File: config.mk
export PLATFORM = sky130hd
export DESIGN_NAME = bfl_breaker_failure
export DESIGN_NICKNAME = d
export VERILOG_FILES = /design/src/bfl_pkg.sv /design/src/bfl_breaker_failure.sv
export SDC_FILE = /design/constraint.sdc
export NUM_CORES = 1
export LEC_CHECK = 0
export BUFFER_PORTS_ARGS = -buffer_cell sky130_fd_sc_hd__buf_4
export CAP_MARGIN = 20
export CORE_MARGIN = 8
export CORE_UTILIZATION = 50
export DETAILED_ROUTE_END_ITERATION = 8
export PLACE_DENSITY = 0.72
export SETUP_SLACK_MARGIN = 0.05
export SLEW_MARGIN = 15
export SYNTH_ARGS = -nofsm -noshare
export SYNTH_HDL_FRONTEND = slang
export SYNTH_SLANG_ARGS = --single-unit
File: constraint.sdc
create_clock -name ref_clk_i -period 10.7 [get_ports ref_clk_i]
set_clock_uncertainty 0.2 [all_clocks]
set_input_delay 1.07 -clock ref_clk_i [delete_from_list [all_inputs] [get_ports ref_clk_i]]
set_output_delay 1.07 -clock ref_clk_i [all_outputs]
set_load 0.02 [all_outputs]
File: src/bfl_pkg.sv
// Behaviour
// - Failure output sets latch; only clear input or reset_i resets
// - Single-phase start: pole trip and same-phase detector
// - Single-phase start runs failure and reissue timers
// - Single-phase reissue drives faulted pole only
// - Single-phase failure expiry asserts failure and latch
// - Separate single-phase timers per phase
// - Detector drop stops dependent timers immediately
// - Six phase detectors, one ground, independent settings
// - Three-phase start: trip with any three-phase detector
// - Three-phase trip is OR of three sources
// - Three-phase start runs timers; reissue drives three-pole
// - Three-phase failure expiry asserts failure and latch
// - Contact start only while some pole closed
// - Ground start with ground detector starts no-overcurrent path
// - No-overcurrent start runs timers; reissue drives three-pole
// - No-overcurrent failure expiry asserts failure and latch
// - Delays 0.05 to 2 s, 0.01 s steps, default 0.5 s
package bfl_pkg;
	localparam int unsigned CLK_HZ = 125000000;
	localparam int unsigned TICK_MS = 10;
	localparam int unsigned TICK_CYCLES = CLK_HZ / 1000 * TICK_MS;
	localparam int unsigned DELAY_W = 8;
	localparam logic [DELAY_W-1:0] DELAY_MIN = 8'h05;
	localparam logic [DELAY_W-1:0] DELAY_MAX = 8'hC8;
	localparam logic [DELAY_W-1:0] DELAY_DEFAULT = 8'h32;
	localparam int unsigned PICKUP_W = 12;
	localparam int unsigned PHASES = 3;
endpackage : bfl_pkg

File: src/bfl_breaker_failure.sv
`timescale 1ns/1ns
`default_nettype none
module bfl_breaker_failure #(
	parameter int unsigned TICK_CYCLES = bfl_pkg::TICK_CYCLES,
	parameter int unsigned PICKUP_W = bfl_pkg::PICKUP_W
) (
	// Clock and reset
	input wire logic ref_clk_i,
	input wire logic reset_i,
	// Current magnitudes per phase and ground
	input wire logic [PICKUP_W-1:0] phase_a_mag_i,
	input wire logic [PICKUP_W-1:0] phase_b_mag_i,
	input wire logic [PICKUP_W-1:0] phase_c_mag_i,
	input wire logic [PICKUP_W-1:0] ground_mag_i,
	// Pickup settings
	input wire logic [PICKUP_W-1:0] single_pickup_i,
	input wire logic [PICKUP_W-1:0] three_pickup_i,
	input wire logic [PICKUP_W-1:0] ground_pickup_i,
	// Delay settings in 10 ms steps
	input wire logic [bfl_pkg::DELAY_W-1:0] single_fail_delay_i,
	input wire logic [bfl_pkg::DELAY_W-1:0] single_reissue_delay_i,
	input wire logic [bfl_pkg::DELAY_W-1:0] three_oc_fail_delay_i,
	input wire logic [bfl_pkg::DELAY_W-1:0] three_oc_reissue_delay_i,
	input wire logic [bfl_pkg::DELAY_W-1:0] no_oc_fail_delay_i,
	input wire logic [bfl_pkg::DELAY_W-1:0] no_oc_reissue_delay_i,
	// Trip and position inputs
	input wire logic unit_enable_i,
	input wire logic ext_pole_a_trip_i,
	input wire logic ext_pole_b_trip_i,
	input wire logic ext_pole_c_trip_i,
	input wire logic ext_three_pole_trip_i,
	input wire logic internal_three_pole_trip_i,
	input wire logic contact_position_start_i,
	input wire logic pole_a_open_in_i,
	input wire logic pole_b_open_in_i,
	input wire logic pole_c_open_in_i,
	input wire logic all_poles_open_in_i,
	input wire logic ground_path_start_i,
	input wire logic latch_clear_in_i,
	// Outputs
	output logic [2:0] pole_reissue_o,
	output logic three_pole_reissue_o,
	output logic breaker_fail_out_o,
	output logic breaker_fail_latched_o,
	output logic [2:0] single_pickup_o,
	output logic [2:0] three_pickup_o,
	output logic ground_pickup_o
);
	initial begin
		if (TICK_CYCLES < 2 || PICKUP_W < 1) begin
			$error("bfl_breaker_failure: bad parameter");
		end
	end

	localparam int unsigned TCW = $clog2(TICK_CYCLES);
	localparam int unsigned DW = bfl_pkg::DELAY_W;
	localparam int unsigned PHASES_C = bfl_pkg::PHASES;
	// Path index map: one per phase, then with and without overcurrent
	localparam int unsigned OC_PATH = PHASES_C;
	localparam int unsigned NO_OC_PATH = PHASES_C + 1;
	localparam int unsigned PATHS = PHASES_C + 2;

	// Clamp setting into 0.05 to 2 s; default on zero
	function automatic logic [DW-1:0] clamp_delay(input logic [DW-1:0] d);
		if (d == '0) begin
			clamp_delay = bfl_pkg::DELAY_DEFAULT;
		end else if (d < bfl_pkg::DELAY_MIN) begin
			clamp_delay = bfl_pkg::DELAY_MIN;
		end else if (d > bfl_pkg::DELAY_MAX) begin
			clamp_delay = bfl_pkg::DELAY_MAX;
		end else begin
			clamp_delay = d;
		end
	endfunction : clamp_delay

	// Tick divider
	logic [TCW-1:0] tick_cnt_reg;
	logic tick_reg;
	always_ff @(posedge ref_clk_i or posedge reset_i) begin
		if (reset_i) begin
			tick_cnt_reg <= '0;
			tick_reg <= 1'b0;
		end else if (tick_cnt_reg == TCW'(TICK_CYCLES - 1)) begin
			tick_cnt_reg <= '0;
			tick_reg <= 1'b1;
		end else begin
			tick_cnt_reg <= tick_cnt_reg + 1'b1;
			tick_reg <= 1'b0;
		end
	end

	// Detectors registered every cycle: dropout within one clock, far under 5 ms
	logic [PICKUP_W-1:0] mag [PHASES_C];
	always_comb begin
		mag[0] = phase_a_mag_i;
		mag[1] = phase_b_mag_i;
		mag[2] = phase_c_mag_i;
	end
	always_ff @(posedge ref_clk_i or posedge reset_i) begin
		if (reset_i) begin
			single_pickup_o <= '0;
			three_pickup_o <= '0;
			ground_pickup_o <= 1'b0;
		end else begin
			for (int i = 0; i < PHASES_C; i++) begin
				single_pickup_o[i] <= mag[i] >= single_pickup_i;
				three_pickup_o[i] <= mag[i] >= three_pickup_i;
			end
			ground_pickup_o <= ground_mag_i >= ground_pickup_i;
		end
	end

	// Start conditions
	logic [2:0] pole_trip;
	logic three_trip;
	logic some_closed;
	logic [PATHS-1:0] start;
	always_comb begin
		pole_trip = {ext_pole_c_trip_i, ext_pole_b_trip_i, ext_pole_a_trip_i};
		three_trip = internal_three_pole_trip_i | (&pole_trip) | ext_three_pole_trip_i;
		some_closed = !(pole_a_open_in_i & pole_b_open_in_i & pole_c_open_in_i) | !all_poles_open_in_i;
		start[2:0] = {3{unit_enable_i}} & pole_trip & single_pickup_o;
		start[OC_PATH] = unit_enable_i & three_trip & (|three_pickup_o);
		start[NO_OC_PATH] = unit_enable_i & ((contact_position_start_i & some_closed)
			| (ground_path_start_i & ground_pickup_o));
	end

	// Timer pairs: 0..2 per phase, 3 three-phase with overcurrent, 4 without
	logic [DW-1:0] fail_cnt_reg [PATHS];
	logic [DW-1:0] reissue_cnt_reg [PATHS];
	logic [DW-1:0] fail_lim [PATHS];
	logic [DW-1:0] reissue_lim [PATHS];
	logic [PATHS-1:0] fail_done;
	logic [PATHS-1:0] reissue_done;
	always_comb begin
		for (int i = 0; i < PHASES_C; i++) begin
			fail_lim[i] = clamp_delay(single_fail_delay_i);
			reissue_lim[i] = clamp_delay(single_reissue_delay_i);
		end
		fail_lim[OC_PATH] = clamp_delay(three_oc_fail_delay_i);
		reissue_lim[OC_PATH] = clamp_delay(three_oc_reissue_delay_i);
		fail_lim[NO_OC_PATH] = clamp_delay(no_oc_fail_delay_i);
		reissue_lim[NO_OC_PATH] = clamp_delay(no_oc_reissue_delay_i);
		for (int i = 0; i < PATHS; i++) begin
			fail_done[i] = start[i] && fail_cnt_reg[i] >= fail_lim[i];
			reissue_done[i] = start[i] && reissue_cnt_reg[i] >= reissue_lim[i];
		end
	end

	// Both timers of a path start together and clear as the start drops
	always_ff @(posedge ref_clk_i or posedge reset_i) begin
		if (reset_i) begin
			for (int i = 0; i < PATHS; i++) begin
				fail_cnt_reg[i] <= '0;
				reissue_cnt_reg[i] <= '0;
			end
		end else begin
			for (int i = 0; i < PATHS; i++) begin
				if (!start[i]) begin
					fail_cnt_reg[i] <= '0;
					reissue_cnt_reg[i] <= '0;
				end else if (tick_reg) begin
					if (!fail_done[i]) begin
						fail_cnt_reg[i] <= fail_cnt_reg[i] + 1'b1;
					end
					if (!reissue_done[i]) begin
						reissue_cnt_reg[i] <= reissue_cnt_reg[i] + 1'b1;
					end
				end
			end
		end
	end

	// Outputs; latch set wins over clear so no failure is lost
	always_ff @(posedge ref_clk_i or posedge reset_i) begin
		if (reset_i) begin
			pole_reissue_o <= '0;
			three_pole_reissue_o <= 1'b0;
			breaker_fail_out_o <= 1'b0;
			breaker_fail_latched_o <= 1'b0;
		end else begin
			pole_reissue_o <= reissue_done[PHASES_C-1:0];
			three_pole_reissue_o <= reissue_done[OC_PATH] | reissue_done[NO_OC_PATH];
			breaker_fail_out_o <= |fail_done;
			if (|fail_done) begin
				breaker_fail_latched_o <= 1'b1;
			end else if (latch_clear_in_i) begin
				breaker_fail_latched_o <= 1'b0;
			end
		end
	end
endmodule : bfl_breaker_failure
`default_nettype wire

Word level (Yosys, flattened, before mapping)
Cells that the tools add are included.
- bits in registers: 115
- bits in latches: 0
- bits in writable memories: 0
- bits in read-only memories: 0
- bits of input ports: 147
- output and inout port bits: 13
- logic and storage cells: 173
- memories: 0
- $add $sub $neg: 11
- multiply operators: 0
- divide/modulo/power cells: 0
- $lt $le $gt $ge: 29
- equal/unequal tests: 16
- shifts and indexed selects: 0
- mux-type cells: 52
- bitwise logic cells: 14
- reductions and logical operators: 32
- operators by type and width (cell ; number):
    8-bit 2-to-1 mux ; 48
    12-bit >= comparator ; 7
    8-bit by 1-bit adder with 8-bit output, second input constant ; 10
    8-bit >= comparator ; 10
    8-bit > comparator, second input constant ; 6
    8-bit zero test ; 6
    8-bit by 3-bit less-than comparator with 1-bit output, second input constant ; 6
    2-bit inequality test, second input constant ; 15
    21-bit by 1-bit adder with 21-bit output, second input constant ; 1
    21-bit equality test, second input constant ; 1
    21-bit 2-to-1 mux ; 1
    2-bit AND reduction ; 10
    1-bit logical AND ; 10
    1-bit AND ; 7
    3-bit AND ; 2
    1-bit OR ; 5
    5-bit OR reduction ; 1
    1-bit 2-to-1 mux ; 3
    3-bit AND reduction ; 1
    3-bit OR reduction ; 1
    1-bit zero test ; 2
    2-bit nonzero test ; 1

Logic depth before layout (Yosys ltp)
Gate-level depths: netlist of the first run.
- depth in word-level cells: 11
- gate-level depth with buffers: 12
- depth with buffers taken out: 12

Worst setup path after synthesis of the first run
Ideal clock, no wire load.
- path kind: in2reg
- start: in single_fail_delay_i[0] (netlist bit)
- end: reg fail_cnt_reg[21] (netlist bit)
- library setup time: 0.132 ns
- arrival time: 3.463 ns
- data required time: 10.368 ns
- path slack: 6.905 ns
- stages: 11
- buffers on the path: 0
- cell sequence: or2_2 o21ai_0 a21oi_1 o32ai_1 ha_1 nand2b_4 a2111o_1 a311oi_4 nand4_1 xor2_1 nor2_1
- word-level cells in the longest chain between the ends: 8
- elaborated cells between the ends (all ways): 10
- those cells by class: 3 x order compare; 1 x eq/ne; 3 x mux; 3 x reduce/logical
- ends and longest elaborated chain (what ; line ; source):
    from (decl) ; bfl_breaker_failure.sv:20 ; input wire logic [bfl_pkg::DELAY_W-1:0] single_fail_delay_i,
    8-bit > comparator ; bfl_breaker_failure.sv:69 ; end else if (d > bfl_pkg::DELAY_MAX) begin
    8-bit 2-to-1 mux ; bfl_breaker_failure.sv:69 ;
    8-bit 2-to-1 mux ; bfl_breaker_failure.sv:67 ; end else if (d < bfl_pkg::DELAY_MIN) begin
    8-bit 2-to-1 mux * ; bfl_breaker_failure.sv:65 ; if (d == '0) begin
    8-bit >= comparator * ; bfl_breaker_failure.sv:145 ; fail_done[i] = start[i] && fail_cnt_reg[i] >= fail_lim[i];
    1-bit logical AND * ; bfl_breaker_failure.sv:145 ;
    2-bit inequality test (no line) * ; - ;
    2-bit AND reduction (no line) * ; - ;
    to (signal, indexed assignment) ; bfl_breaker_failure.sv:164 ; fail_cnt_reg[i] <= fail_cnt_reg[i] + 1'b1;
    to (decl) ; bfl_breaker_failure.sv:129 ; logic [DW-1:0] fail_cnt_reg [PATHS];
Mark *: on every way between the ends. The rest lies on a longest branch, timed or not.
A chain may end at the register's enable or synchronous reset.

Final worst setup path of the first run
- start: in single_fail_delay_i[4] (netlist bit)
- end: reg fail_cnt_reg[21] (netlist bit)
Same word-level chain as after synthesis.

==> impl_results.md, run 1 <==
* Setup crit end kind: register
* Setup repair after global routing missed its margin: false
* Core Area at between 15000 and 20000 um2
* Top cells by area, synth: sky130_fd_sc_hd__dfrtp_1 30%, sky130_fd_sc_hd__ha_1 23%, sky130_fd_sc_hd__nor2_1 5.5%
* Cell types with the highest counts after synthesis: 175 x sky130_fd_sc_hd__ha_1, 140 x sky130_fd_sc_hd__nor2_1, 115 x sky130_fd_sc_hd__dfrtp_1, 69 x sky130_fd_sc_hd__inv_1, 68 x sky130_fd_sc_hd__a21oi_1
* Count of standard-cell rows at 50
* Detailed Routing Iterations Pass 1 at 5
* Met1 Resource Use GR at 0.245
* Non-filler instance count after layout at between 1000 and 1500
* Setup CP Type: in -> reg
* Total Routing Usage GR at 0.202
* Number of instances in the synthesized netlist at around 1100
* Yosys warning total at 0
* Highest fanout seen on the critical path at 8
* Fin nets at 1563
* Grt peak-use layer: met2
* Clock-pin slew of the registers on the worst-case setup and hold paths at 0.05 ns
* Largest vdd supply drop at 0.000119 V
* Initial antenna violation count at 0
* Full die area at approximately 24000 um2
* Depth of the worst register-to-register path at 8
* Overflow after GRT at 0
* Largest area contributor in the netlist: sky130_fd_sc_hd__dfrtp_1
* Worst-margin pin slew at just under 0.8 ns
* Met3 track demand over resource at 0.0549
* Utilization of the core after routing at 0.622
* Hold-fix buffer count after cts at 0
* 1st-iter DRT viols at around 470
* Highest attainable clock frequency at 261 MHz
* Initial Util at 0.508
* Fillcell total at between 1500 and 2000
* Synth async-reset ratio at 1.00
* Count of final hold-check violations at 0
* Sum Neg Setup Slack at 0 ns
* Lkg Pwr at between 5 and 6 nW
* Final critical path time including I/O delays and setup at around 3.8 ns
* Number of port buffers at 159
* WHS Path Cells at 1
* Placed Instance Area at approximately 11000 um2
* Via count of the routed design at about 8300
* Remaining design rule violation count at 0
* CTS H-tree depth at 4
* Register bit count reported by yosys at 115
* Clock sinks at roughly 120
* Yosys top cell area share at 0.303
* Worst endpoint data arrival time at a little under 4 ns
* Count of endpoints failing setup in the final report at 0
* Met2 Track Usage GR at 0.341
* Tightest slew margin relative to the limit at 0.488
* Buffer cell driving the clock tree root: sky130_fd_sc_hd__clkbuf_16
* Number of distinct standard cells referenced by the synthesized netlist at 51
* Nets in the synthesized netlist at 1391
* Post-Route WL at about 23000 um
* Summed area of non-filler cells in the final layout at 11600 um2
* Detail-routed net length per standard cell at approximately 16 um
* Total inserted antenna cells at 0
* DP Cell Count at around 1500
* Floorplan die width at 154 um
* Relative area change from synthesis to final layout at 22.4%
* CTS Buf Count at 17
* Post-CTS Setup Bufs at 0
* Share of layout cells above drive strength 1 at 0.169
* Clock tree buffer depth at 2
* Total standard cell area after synthesis at about 9500 um2
* Number of gates resized after cts at 0
* GPL Wtd Cong at about 0.84
* Via count of the first global-routing pass at roughly 8400
* Post-detailed-route count of antenna-violating nets at 0
* Post-DR vias/cell at roughly 5.6
* I/O pin total at 160
* Sequential-to-total area share from yosys stat at 0.303
* Status: completed
* Period Utilization, post-route at 0.358
* Type of element launching the critical path: input port
* Count of max-cap constraint violations at 0
* Ratio of total power to cell area at 107 nW/um2
* Clock tree from TritonCTS: yes
* Detailed Place HPWL at ~19000 um
* Pin count of the biggest net entering global routing at 87
* Max Slew Vio Count at 0
* Vertical extent of the die at 154 um
* Mean instance size in the synthesized netlist at roughly 8.9 um2
* Most used standard cell by instance count after synthesis: sky130_fd_sc_hd__ha_1
* Clock latency at the later pin of the worst-skew pair at between 0.4 and 0.5 ns
* Worst hold path type: reg -> reg
* Worst path required time at 10.76 ns
* Most frequently used flop master after synthesis: sky130_fd_sc_hd__dfrtp_1
* First-pass GRT wire length at approximately 40000 um
* Number of synthesized flops with an enable pin at 0
[per-stage QoR]
| step | setup slack [ns] | hold slack [ns] | total power [mW] |
|---|---|---|---|
| 5_1_grt | 6.55 | 0.323 | 1.31 |
| 6_report | 6.87 | 0.293 | 1.25 |
| 3_3_place_gp | 6.57 | 0.281 | 0.648 |
| 3_5_place_dp | 6.49 | 0.285 | 0.653 |
| 4_1_cts | 6.90 | 0.291 | 1.26 |
| 2_1_floorplan | 6.39 | 0.248 | 0.560 |
[worst paths after layout]
kind,endpoint,slack (ns),start
max,fail_cnt_reg[21],6.87,single_fail_delay_i[4]
min,tick_cnt_reg[0],0.29,tick_cnt_reg[0]
max reg2reg,fail_cnt_reg[21],8.01,fail_cnt_reg[16]
min reg2reg,tick_cnt_reg[0],0.29,tick_cnt_reg[0]
max in group asynchronous,fail_cnt_reg[23],8.77,reset_i
min in group asynchronous,reissue_cnt_reg[13],0.45,reset_i
[logic make-up after synthesis]
logic type	after synthesis	share of synthesized area
simple gates	392	0.201
compound gates	211	0.144
fa+ha+maj	175	0.230
flops	115	0.303
buf+inv	80	0.0318
xor+xnor	78	0.0718
mux	18	0.0191
[cell type report]
cell class / instances / area, um2 / share of cell area
inverters: 70 / 265 / 0.0228
clock buffers: 22 / 484 / 0.0416
flip-flops and latches: 115 / 2880 / 0.247
well taps: 234 / 293 / 0.0252
repair buffers: 163 / 1230 / 0.105
multi-input cells: 874 / 6340 / 0.545
clock inverters: 9 / 151 / 0.0130
[routing by layer]
metal	wire length, um	vias to the layer above
met2	11100	212
li1	-	4215
met5	0	-
met4	458	0
met3	1350	39
met1	10500	3855
[cells in the final DEF, fill, tap and decap left out, types with 5 or more instances in the layout]
cell and count:
sky130_fd_sc_hd__o21ai_0 28, sky130_fd_sc_hd__ha_1 175, sky130_fd_sc_hd__or3_1 8, sky130_fd_sc_hd__nand2_1 66, sky130_fd_sc_hd__o32ai_1 5, sky130_fd_sc_hd__xnor2_1 25
sky130_fd_sc_hd__and4_1 5, sky130_fd_sc_hd__inv_1 68, sky130_fd_sc_hd__dfrtp_1 115, sky130_fd_sc_hd__xor2_1 53, sky130_fd_sc_hd__o21ai_1 21, sky130_fd_sc_hd__nand3_1 28
sky130_fd_sc_hd__clkbuf_16 17, sky130_fd_sc_hd__nand2b_1 19, sky130_fd_sc_hd__o31ai_1 10, sky130_fd_sc_hd__nor2_1 140, sky130_fd_sc_hd__and3_1 22, sky130_fd_sc_hd__a21o_1 22
sky130_fd_sc_hd__buf_4 162, sky130_fd_sc_hd__nand4_1 48, sky130_fd_sc_hd__nor3_1 21, sky130_fd_sc_hd__a211oi_1 22, sky130_fd_sc_hd__nor4_1 10, sky130_fd_sc_hd__nor2b_1 11
sky130_fd_sc_hd__mux2i_1 17, sky130_fd_sc_hd__a21oi_1 68, sky130_fd_sc_hd__a2111oi_0 6
[worst max-delay path, stage by stage]
cell	delay, ns
sky130_fd_sc_hd__buf_4	0.12
sky130_fd_sc_hd__nor3_1	0.24
sky130_fd_sc_hd__nand2_1	0.15
sky130_fd_sc_hd__o32ai_1	0.48
sky130_fd_sc_hd__ha_1	0.32
sky130_fd_sc_hd__nand2b_4	0.14
sky130_fd_sc_hd__a2111o_1	0.47
sky130_fd_sc_hd__a311oi_4	0.50
sky130_fd_sc_hd__nand4_1	0.18
sky130_fd_sc_hd__xor2_1	0.18
sky130_fd_sc_hd__nor2_1	0.05
[report_power, final]
group | switching (mW) | leakage [nW] | total (mW) | internal [mW]
Clock | 0.191 | 0.312 | 0.603 | 0.412
Combinational | 0.108 | 3.88 | 0.202 | 0.0940
Sequential | 0.00439 | 1.58 | 0.444 | 0.439
Total | 0.304 | 5.77 | 1.25 | 0.945
No activity file was read; power rests on OpenSTA's default activity.
==> run 2: changes to the inputs <==
- ABC_AREA: default -> 1
- PLACE_DENSITY: 0.72 -> 0.71
- clock period: 10.7 -> 3.95 ns (I/O delays scaled with it)
==> run 2 against run 1 <==
- area after synthesis rose by 13%
- power rose to 2.9 times the previous value
- final cell count rose by 29%
- critical path type unchanged
- die area rose by 11%
- utilization fell by 1.2 points
- critical path depth rose by 5
- worst setup slack got worse by 5.5 ns
- global-route usage rose by 0.29 points
- largest power group unchanged
- first-iteration DRC count rose by 2.1%
- highest routed layer unchanged
- via count rose by 20%
- clock-buffer cell count did not move
- non-clock buffer count fell by 2
==> impl_results.md, run 2 <==
* Worst endpoint data arrival time at 2.71 ns (was 3.90 ns)
* Highest attainable clock frequency at 381 MHz
* Hold-fix buffer count after cts at 1 (was 0)
* Vertical extent of the die at 162 um (was 154 um)
* Total Routing Usage GR at 0.205 (was 0.202)
* Bufs and invs on worst path at 1 (unchanged)
* GPL Wtd Cong at 0.936 (was 0.836)
* Ratio of total power to cell area at 282 nW/um2 (was 107 nW/um2)
* Total inserted antenna cells at 0 (unchanged)
* Mean instance size in the synthesized netlist at 7.32 um2 (was 8.90 um2)
* Via count of the routed design at 9997 (was 8321)
* Status: completed (unchanged)
* Register bit count reported by yosys at 115 (unchanged)
* Overall power after layout at 3.62 mW (was 1.25 mW)
* Period Utilization, post-route at 0.664
* Clock sinks at 115 (unchanged)
* Post-CTS Setup Bufs at 0 (unchanged)
* Clock-pin slew of the registers on the worst-case setup and hold paths at 0.05 ns (about the same)
* Detailed Routing Iterations Pass 1 at 5 (unchanged)
* Yosys warning total at 0 (unchanged)
* Full die area at 26300 um2 (was 23700 um2)
* Fin nets at 1953 (was 1563)
* Highest fanout seen on the critical path at 16 (was 8)
* Nets in the synthesized netlist at 1784 (was 1391)
* Most used cells in the layout excluding fill and tap cells: 349 x sky130_fd_sc_hd__nand2_1, 176 x sky130_fd_sc_hd__inv_1, 175 x sky130_fd_sc_hd__ha_1, 159 x sky130_fd_sc_hd__buf_4, 141 x sky130_fd_sc_hd__nor2_1 (was 175 x sky130_fd_sc_hd__ha_1, 162 x sky130_fd_sc_hd__buf_4, 140 x sky130_fd_sc_hd__nor2_1, 115 x sky130_fd_sc_hd__dfrtp_1)
* Synth async-reset ratio at 1.00 (unchanged)
* Via count of the first global-routing pass at 9747 (was 8365)
* Detail-routed net length per standard cell at 13.9 um (was 15.7 um)
* Setup crit end kind: register (unchanged)
* Buffer cell driving the clock tree root: sky130_fd_sc_hd__clkbuf_16 (unchanged)
* Yosys top cell area share at 0.269 (was 0.303)
* Utilization of the core after routing at 0.610 (was 0.622)
* Worst path required time at 4.04 ns (was 10.76 ns)
* Largest area contributor in the netlist: sky130_fd_sc_hd__dfrtp_1 (unchanged)
* Tightest slew margin relative to the limit at 0.463 (was 0.488)
* 1st-iter DRT viols at 479 (was 469)
* Pin count of the biggest net entering global routing at 60 (was 87)
* Top cells by area, synth: sky130_fd_sc_hd__dfrtp_1 27%, sky130_fd_sc_hd__ha_1 20%, sky130_fd_sc_hd__nand2_1 12% (was sky130_fd_sc_hd__dfrtp_1 30%, sky130_fd_sc_hd__ha_1 23%, sky130_fd_sc_hd__nor2_1 5.5%)
* Max Slew Vio Count at 0 (unchanged)
* Overflow after GRT at 0 (unchanged)
* Count of final hold-check violations at 0 (unchanged)
* Lkg Pwr at 6.83 nW (was 5.77 nW)
* Number of synthesized flops with an enable pin at 0 (unchanged)
* Post-DR vias/cell at 5.21 (was 5.60)
* Slowest cell on crit path: sky130_fd_sc_hd__a31oi_1 (was sky130_fd_sc_hd__a311oi_4)
* Detailed Place HPWL at 21500 um (was 18700 um)
* First-pass GRT wire length at 44900 um (was 39500 um)
* Most frequent cell on the critical path: sky130_fd_sc_hd__nand2_1
* Setup CP Type: in -> reg (unchanged)
* Commonest non-fill, non-tap cell in the layout: sky130_fd_sc_hd__nand2_1 (was sky130_fd_sc_hd__ha_1)
* Most frequently used flop master after synthesis: sky130_fd_sc_hd__dfrtp_1 (unchanged)
* Count of standard-cell rows at 53 (was 50)
* Remaining design rule violation count at 0 (unchanged)
* Floorplan die width at 162 um (was 154 um)
* Number of port buffers at 159 (unchanged)
* Most used standard cell by instance count after synthesis: sky130_fd_sc_hd__nand2_1 (was sky130_fd_sc_hd__ha_1)
* Share of layout cells above drive strength 1 at 0.158 (was 0.169)
* Relative area change from synthesis to final layout at 19.8% (was 22.4%)
* Peak per-stage delay on the critical path at 0.36 ns (was 0.50 ns)
* Clock tree buffer depth at 2 (unchanged)
* Number of gates resized after cts at 0 (unchanged)
* Sequential-to-total area share from yosys stat at 0.269 (was 0.303)
* Largest vdd supply drop at 0.000194 V (was 0.000119 V)
* Count of max-cap constraint violations at 0 (unchanged)
* Clock latency at the later pin of the worst-skew pair at 0.42 ns (about the same)
* Cell types with the highest counts after synthesis: 349 x sky130_fd_sc_hd__nand2_1, 177 x sky130_fd_sc_hd__inv_1, 175 x sky130_fd_sc_hd__ha_1, 141 x sky130_fd_sc_hd__nor2_1, 115 x sky130_fd_sc_hd__dfrtp_1 (was 175 x sky130_fd_sc_hd__ha_1, 140 x sky130_fd_sc_hd__nor2_1, 115 x sky130_fd_sc_hd__dfrtp_1, 69 x sky130_fd_sc_hd__inv_1, 68 x sky130_fd_sc_hd__a21oi_1)
* I/O pin total at 160 (unchanged)
* Final critical path time including I/O delays and setup at about 2.6 ns
* Worst-margin pin slew at 0.805 ns (was 0.769 ns)
* Fillcell total at 1941 (was 1562)
* CTS Buf Count at 17 (unchanged)
* Crit-path leading delay family: simple AND/OR/NAND/NOR gates (was compound AO/OA/AOI/OAI gates)
* Setup repair after global routing missed its margin: false (unchanged)
* Worst hold path type: in -> reg (was reg -> reg)
* Number of distinct standard cells referenced by the synthesized netlist at 45 (was 51)
* Post-Route WL at 26700 um (was 23400 um)
* Clock tree from TritonCTS: yes (unchanged)
* Count of endpoints failing setup in the final report at 0 (unchanged)
* Sequence of cells on the critical path: buf_4 -> or2_2 -> nor4_1 -> o21ai_0 -> a31oi_1 -> ha_1 -> nand2_1 -> nand2_1 -> nand2_1 -> nand2_1 -> nand2_1 -> nand3_1 -> nand2_2 -> nand2_2 -> nand2_1 -> o21ai_0 (was buf_4 -> nor3_1 -> nand2_1 -> o32ai_1 -> ha_1 -> nand2b_4 -> a2111o_1 -> a311oi_4 -> nand4_1 -> xor2_1 -> nor2_1)
* Total standard cell area after synthesis at 10700 um2 (was 9510 um2)
* CTS H-tree depth at 4 (unchanged)
* Post-detailed-route count of antenna-violating nets at 0 (unchanged)
* Core Area at 21000 um2 (was 18700 um2)
* Number of instances in the synthesized netlist at 1462 (was 1069)
* Initial Util at 0.509 (was 0.508)
* Sum Neg Setup Slack at 0 ns (unchanged)
* Type of element launching the critical path: input port (unchanged)
* Initial antenna violation count at 0 (unchanged)
run 2: metrics by stage:
stage	instances	area (um2)	hold slack (ns)	setup slack, ns
after global routing	1919	12800	0.0725	0.965
after floorplan	1462	10700	0.262	0.311
after global placement	1886	12200	0.289	1.03
after detailed placement	1886	12200	0.299	0.911
after CTS	1919	12800	0.0696	1.34
final	1919	12800	0.0916	1.33
run 2: area by class of cell:
class,instances,area (um2),area share
well taps,275,344,0.0268
multi-input cells,1154,7030,0.548
repair buffers,161,1220,0.0955
clock inverters,10,178,0.0139
flip-flops and latches,115,2880,0.225
clock buffers,22,474,0.0370
inverters,182,691,0.0539
run 2: routing by layer:
| metal | global-route usage | wire length (um) | vias up |
|---|---|---|---|
| li1 | - | - | 5215 |
| met1 | 0.248 | 12100 | 4532 |
| met2 | 0.355 | 12800 | 217 |
| met3 | 0.0473 | 1430 | 33 |
| met4 | 0.0602 | 435 | 0 |
| met5 | 0 | 0 | - |
run 2: worst min-delay path, cell delays in order:
cell                      delay [ns]
sky130_fd_sc_hd__buf_4          0.09
sky130_fd_sc_hd__inv_1          0.04
sky130_fd_sc_hd__nand2_1        0.07
sky130_fd_sc_hd__nand3_1        0.07
run 2: logic make-up (layout without fill, tap and decap cells):
family / count (synthesis) / after routing / synth area share
adder cells (fa/ha/maj): 175 / 175 / 0.205
flip-flops: 115 / 115 / 0.269
AND/OR/NAND/NOR: 730 / 730 / 0.307
AO/OA/AOI/OAI: 200 / 200 / 0.105
XOR/XNOR: 49 / 49 / 0.0401
buffers and inverters: 193 / 375 / 0.0743
run 2: final timing paths:
path                                   startpoint                      to  slack (ns)  depth (start not counted)
setup / recovery           single_fail_delay_i[4]        fail_cnt_reg[17]        1.33                         16
hold / removal                   latch_clear_in_i  breaker_fail_latched_o        0.09                          4
setup reg to reg                three_pickup_o[2]        fail_cnt_reg[14]        1.83                          5
hold reg to reg                  tick_cnt_reg[19]        tick_cnt_reg[19]        0.32                          2
max in group asynchronous                 reset_i        fail_cnt_reg[26]        2.30                          4
min in group asynchronous                 reset_i         fail_cnt_reg[7]        0.48                          3
run 2: power breakdown:
group | total (mW) | internal (mW) | switching, mW
clock network | 1.71 | 1.16 | 0.542
logic | 0.673 | 0.284 | 0.388
registers | 1.24 | 1.21 | 0.0326
==> run 3: changes to the inputs <==
- PLACE_DENSITY: 0.71 -> 0.74
- clock period: 3.95 -> 2.4 ns (I/O delays scaled with it)
==> run 3 against run 2 <==
- critical path depth up 2
- global-route usage rose by 0.42 points
- die area unchanged
- critical path type unchanged
- largest power group unchanged
- highest routed layer unchanged
- worst setup slack got worse by 1.2 ns
- utilization increased by 2.7 points
==> impl_results.md, run 3 (synthesized netlist as in run 2, its figures left out) <==
* Status: completed (unchanged)
* Max Slew Vio Count at 0 (unchanged)
* Highest fanout seen on the critical path at 5 (was 16)
* Remaining design rule violation count at 0 (unchanged)
* Peak per-stage delay on the critical path at 0.28 ns (was 0.36 ns)
* Worst-margin pin slew at 0.690 ns (was 0.805 ns)
* Clock-pin slew of the registers on the worst-case setup and hold paths at 0.05 ns (about the same)
* GPL Wtd Cong at 0.951 (was 0.936)
* DP Cell Count at 1925 (was 1886)
* Post-detailed-route count of antenna-violating nets at 0 (unchanged)
* Share of layout cells above drive strength 1 at 0.194 (was 0.158)
* Via count of the first global-routing pass at 10300 (was 9747)
* Via count of the routed design at 10400 (was 9997)
* First-pass GRT wire length at 46200 um (was 44900 um)
* Clock tree from TritonCTS: yes (unchanged)
* Detail-routed net length per standard cell at 13.8 um (was 13.9 um)
* Detailed Routing Iterations Pass 1 at 5 (unchanged)
* Post-route worst hold slack at 0.0195 ns (was 0.0916 ns)
* Highest attainable clock frequency at approximately 450 MHz
* Count of final hold-check violations at 0 (unchanged)
* Number of port buffers at 159 (unchanged)
* Most frequent cell on the critical path: sky130_fd_sc_hd__nand2_1 (unchanged)
* Post-Route WL at 27200 um (was 26700 um)
* Worst reg2reg path startpoint: three_pickup_o[0] (was three_pickup_o[2])
* Worst hold path type: in -> reg (unchanged)
* Ratio of total power to cell area at 450 nW/um2 (was 282 nW/um2)
* Type of element launching the critical path: input port (unchanged)
* Count of standard-cell rows at 53 (unchanged)
* Tightest slew margin relative to the limit at 0.539 (was 0.463)
* Pin count of the biggest net entering global routing at 42 (was 60)
* Total Routing Usage GR at 0.209 (was 0.205)
* Sum Neg Setup Slack at 0 ns (unchanged)
* Most used cells in the layout excluding fill and tap cells: 345 x sky130_fd_sc_hd__nand2_1, 198 x sky130_fd_sc_hd__buf_4, 175 x sky130_fd_sc_hd__inv_1, 174 x sky130_fd_sc_hd__ha_1, 140 x sky130_fd_sc_hd__nor2_1 (was 349 x sky130_fd_sc_hd__nand2_1, 176 x sky130_fd_sc_hd__inv_1, 175 x sky130_fd_sc_hd__ha_1, 159 x sky130_fd_sc_hd__buf_4, 141 x sky130_fd_sc_hd__nor2_1)
* Period Utilization, post-route at 0.930
* Highest metal layer used by the detailed router: met4 (unchanged)
* Fin nets at 2002 (was 1953)
* Count of max-cap constraint violations at 0 (unchanged)
* Final critical path time including I/O delays and setup at roughly 2.2 ns
* Post-place setup slack at -0.312 ns (was 0.911 ns)
* Total met3 wirelength after detailed routing at 1620 um (was 1430 um)
* Buffer cell driving the clock tree root: sky130_fd_sc_hd__clkbuf_16 (unchanged)
* CTS Buf Count at 17 (unchanged)
* Initial antenna violation count at 0 (unchanged)
* Lkg Pwr at 7.15 nW (was 6.83 nW)
* Count of endpoints failing setup in the final report at 0 (unchanged)
* Post-DR vias/cell at 5.27 (was 5.21)
* 1st-iter DRT viols at 592 (was 479)
* Clock latency at the later pin of the worst-skew pair at 0.42 ns (about the same)
* Sequence of cells on the critical path: buf_4 -> or2_4 -> or2_4 -> nand2_1 -> a21oi_2 -> inv_2 -> nand2_1 -> nand2_1 -> nand2_1 -> ha_1 -> nand2_2 -> o21ai_2 -> nand2_1 -> nand3_2 -> buf_4 -> nand2_2 -> nand3b_1 -> nand2_1 (was buf_4 -> or2_2 -> nor4_1 -> o21ai_0 -> a31oi_1 -> ha_1 -> nand2_1 -> nand2_1 -> nand2_1 -> nand2_1 -> nand2_1 -> nand3_1 -> nand2_2 -> nand2_2 -> nand2_1 -> o21ai_0)
* Crit-path leading delay family: simple AND/OR/NAND/NOR gates (unchanged)
* Slowest cell on crit path: sky130_fd_sc_hd__ha_1 (was sky130_fd_sc_hd__a31oi_1)
* Clock tree buffer depth at 2 (unchanged)
* Total inserted antenna cells at 0 (unchanged)
* Clock sinks at 115 (unchanged)
* Detailed Place HPWL at 21200 um (was 21500 um)
* Setup crit end kind: register (unchanged)
* Final critical-path setup slack at 0.168 ns (was 1.33 ns)
* Largest vdd supply drop at 0.000460 V (was 0.000194 V)
* Detailed-routed wire length on met2 at 13200 um (was 12800 um)
* Bufs and invs on worst path at 3 (was 1)
* Vertical extent of the die at 162 um (unchanged)
* Worst path required time at 2.51 ns (was 4.04 ns)
* Floorplan die width at 162 um (unchanged)
* Utilization of the core after routing at 0.637 (was 0.610)
* Setup CP Type: in -> reg (unchanged)
* Full die area at 26300 um2 (unchanged)
* Initial Util at 0.509 (unchanged)
* CTS H-tree depth at 4 (unchanged)
* Relative area change from synthesis to final layout at 25.0% (was 19.8%)
* Overflow after GRT at 0 (unchanged)
* M1 wire length at 11800 um (was 12100 um)
* Core Area at 21000 um2 (unchanged)
* Commonest non-fill, non-tap cell in the layout: sky130_fd_sc_hd__nand2_1 (unchanged)
* Non-filler instance count after layout at 1968 (was 1919)
* Worst endpoint data arrival time at 2.34 ns (was 2.71 ns)
* I/O pin total at 160 (unchanged)
* Launch point of the worst path: three_oc_reissue_delay_i[1] (was single_fail_delay_i[4])
* Setup repair after global routing missed its margin: true (was false)
* Startpoint of the tightest hold check path: phase_a_mag_i[10] (was latch_clear_in_i)
==> run 3: power by group <==
part / total, mW / leakage, nW / switching, mW / internal, mW
registers: 2.04 / 1.57 / 0.0529 / 1.99
logic: 1.21 / 5.26 / 0.679 / 0.527
clock network: 2.78 / 0.318 / 0.889 / 1.89
==> run 3: layer usage <==
layer / global-route usage / vias to the layer above
met5: 0 / -
met4: 0.0728 / 0
met3: 0.0575 / 46
met2: 0.358 / 268
met1: 0.247 / 4724
li1: - / 5328
==> run 3: final cells by class <==
type                            count  area (um2)
Fill cell                        1796        7640
Multi-Input combinational cell   1157        7230
Sequential cell                   115        2880
Timing Repair Buffer              207        1600
Inverter                          182         692
Clock buffer                       22         464
Tap cell                          275         344
Clock inverter                     10         179
==> run 3: tightest hold or removal path: stages <==
cell and delay [ns]:
sky130_fd_sc_hd__buf_4 0.10, sky130_fd_sc_hd__ha_1 0.13, sky130_fd_sc_hd__a211oi_1 0.06, sky130_fd_sc_hd__nand4_1 0.08
==> run 3: final timing paths <==
path,end,cells past startpoint,slack [ns]
worst max-delay path,reissue_cnt_reg[9],18,0.17
worst min-delay path,three_pickup_o[0],4,0.02
worst max register to register,fail_cnt_reg[10],6,0.36
worst min register to register,breaker_fail_latched_o,2,0.30
max in group asynchronous,fail_cnt_reg[11],4,1.02
min in group asynchronous,reissue_cnt_reg[29],3,0.30
==> run 3: repair_timing <==
item                                    4_1_cts  5_1_grt
hold buffers                                  6        0
endpoints found under the hold margin        30        0
buffers inserted                              0        2
endpoints found under the setup margin        0       84
gates resized for setup                       0       40
==> run 3: through the flow <==
stage,cell area (um2),power [mW]
final,13400,6.02
after global routing,13400,6.35
after detailed placement,12500,3.23
after CTS,13200,6.03
after global placement,12500,3.18
after floorplan,10700,2.75
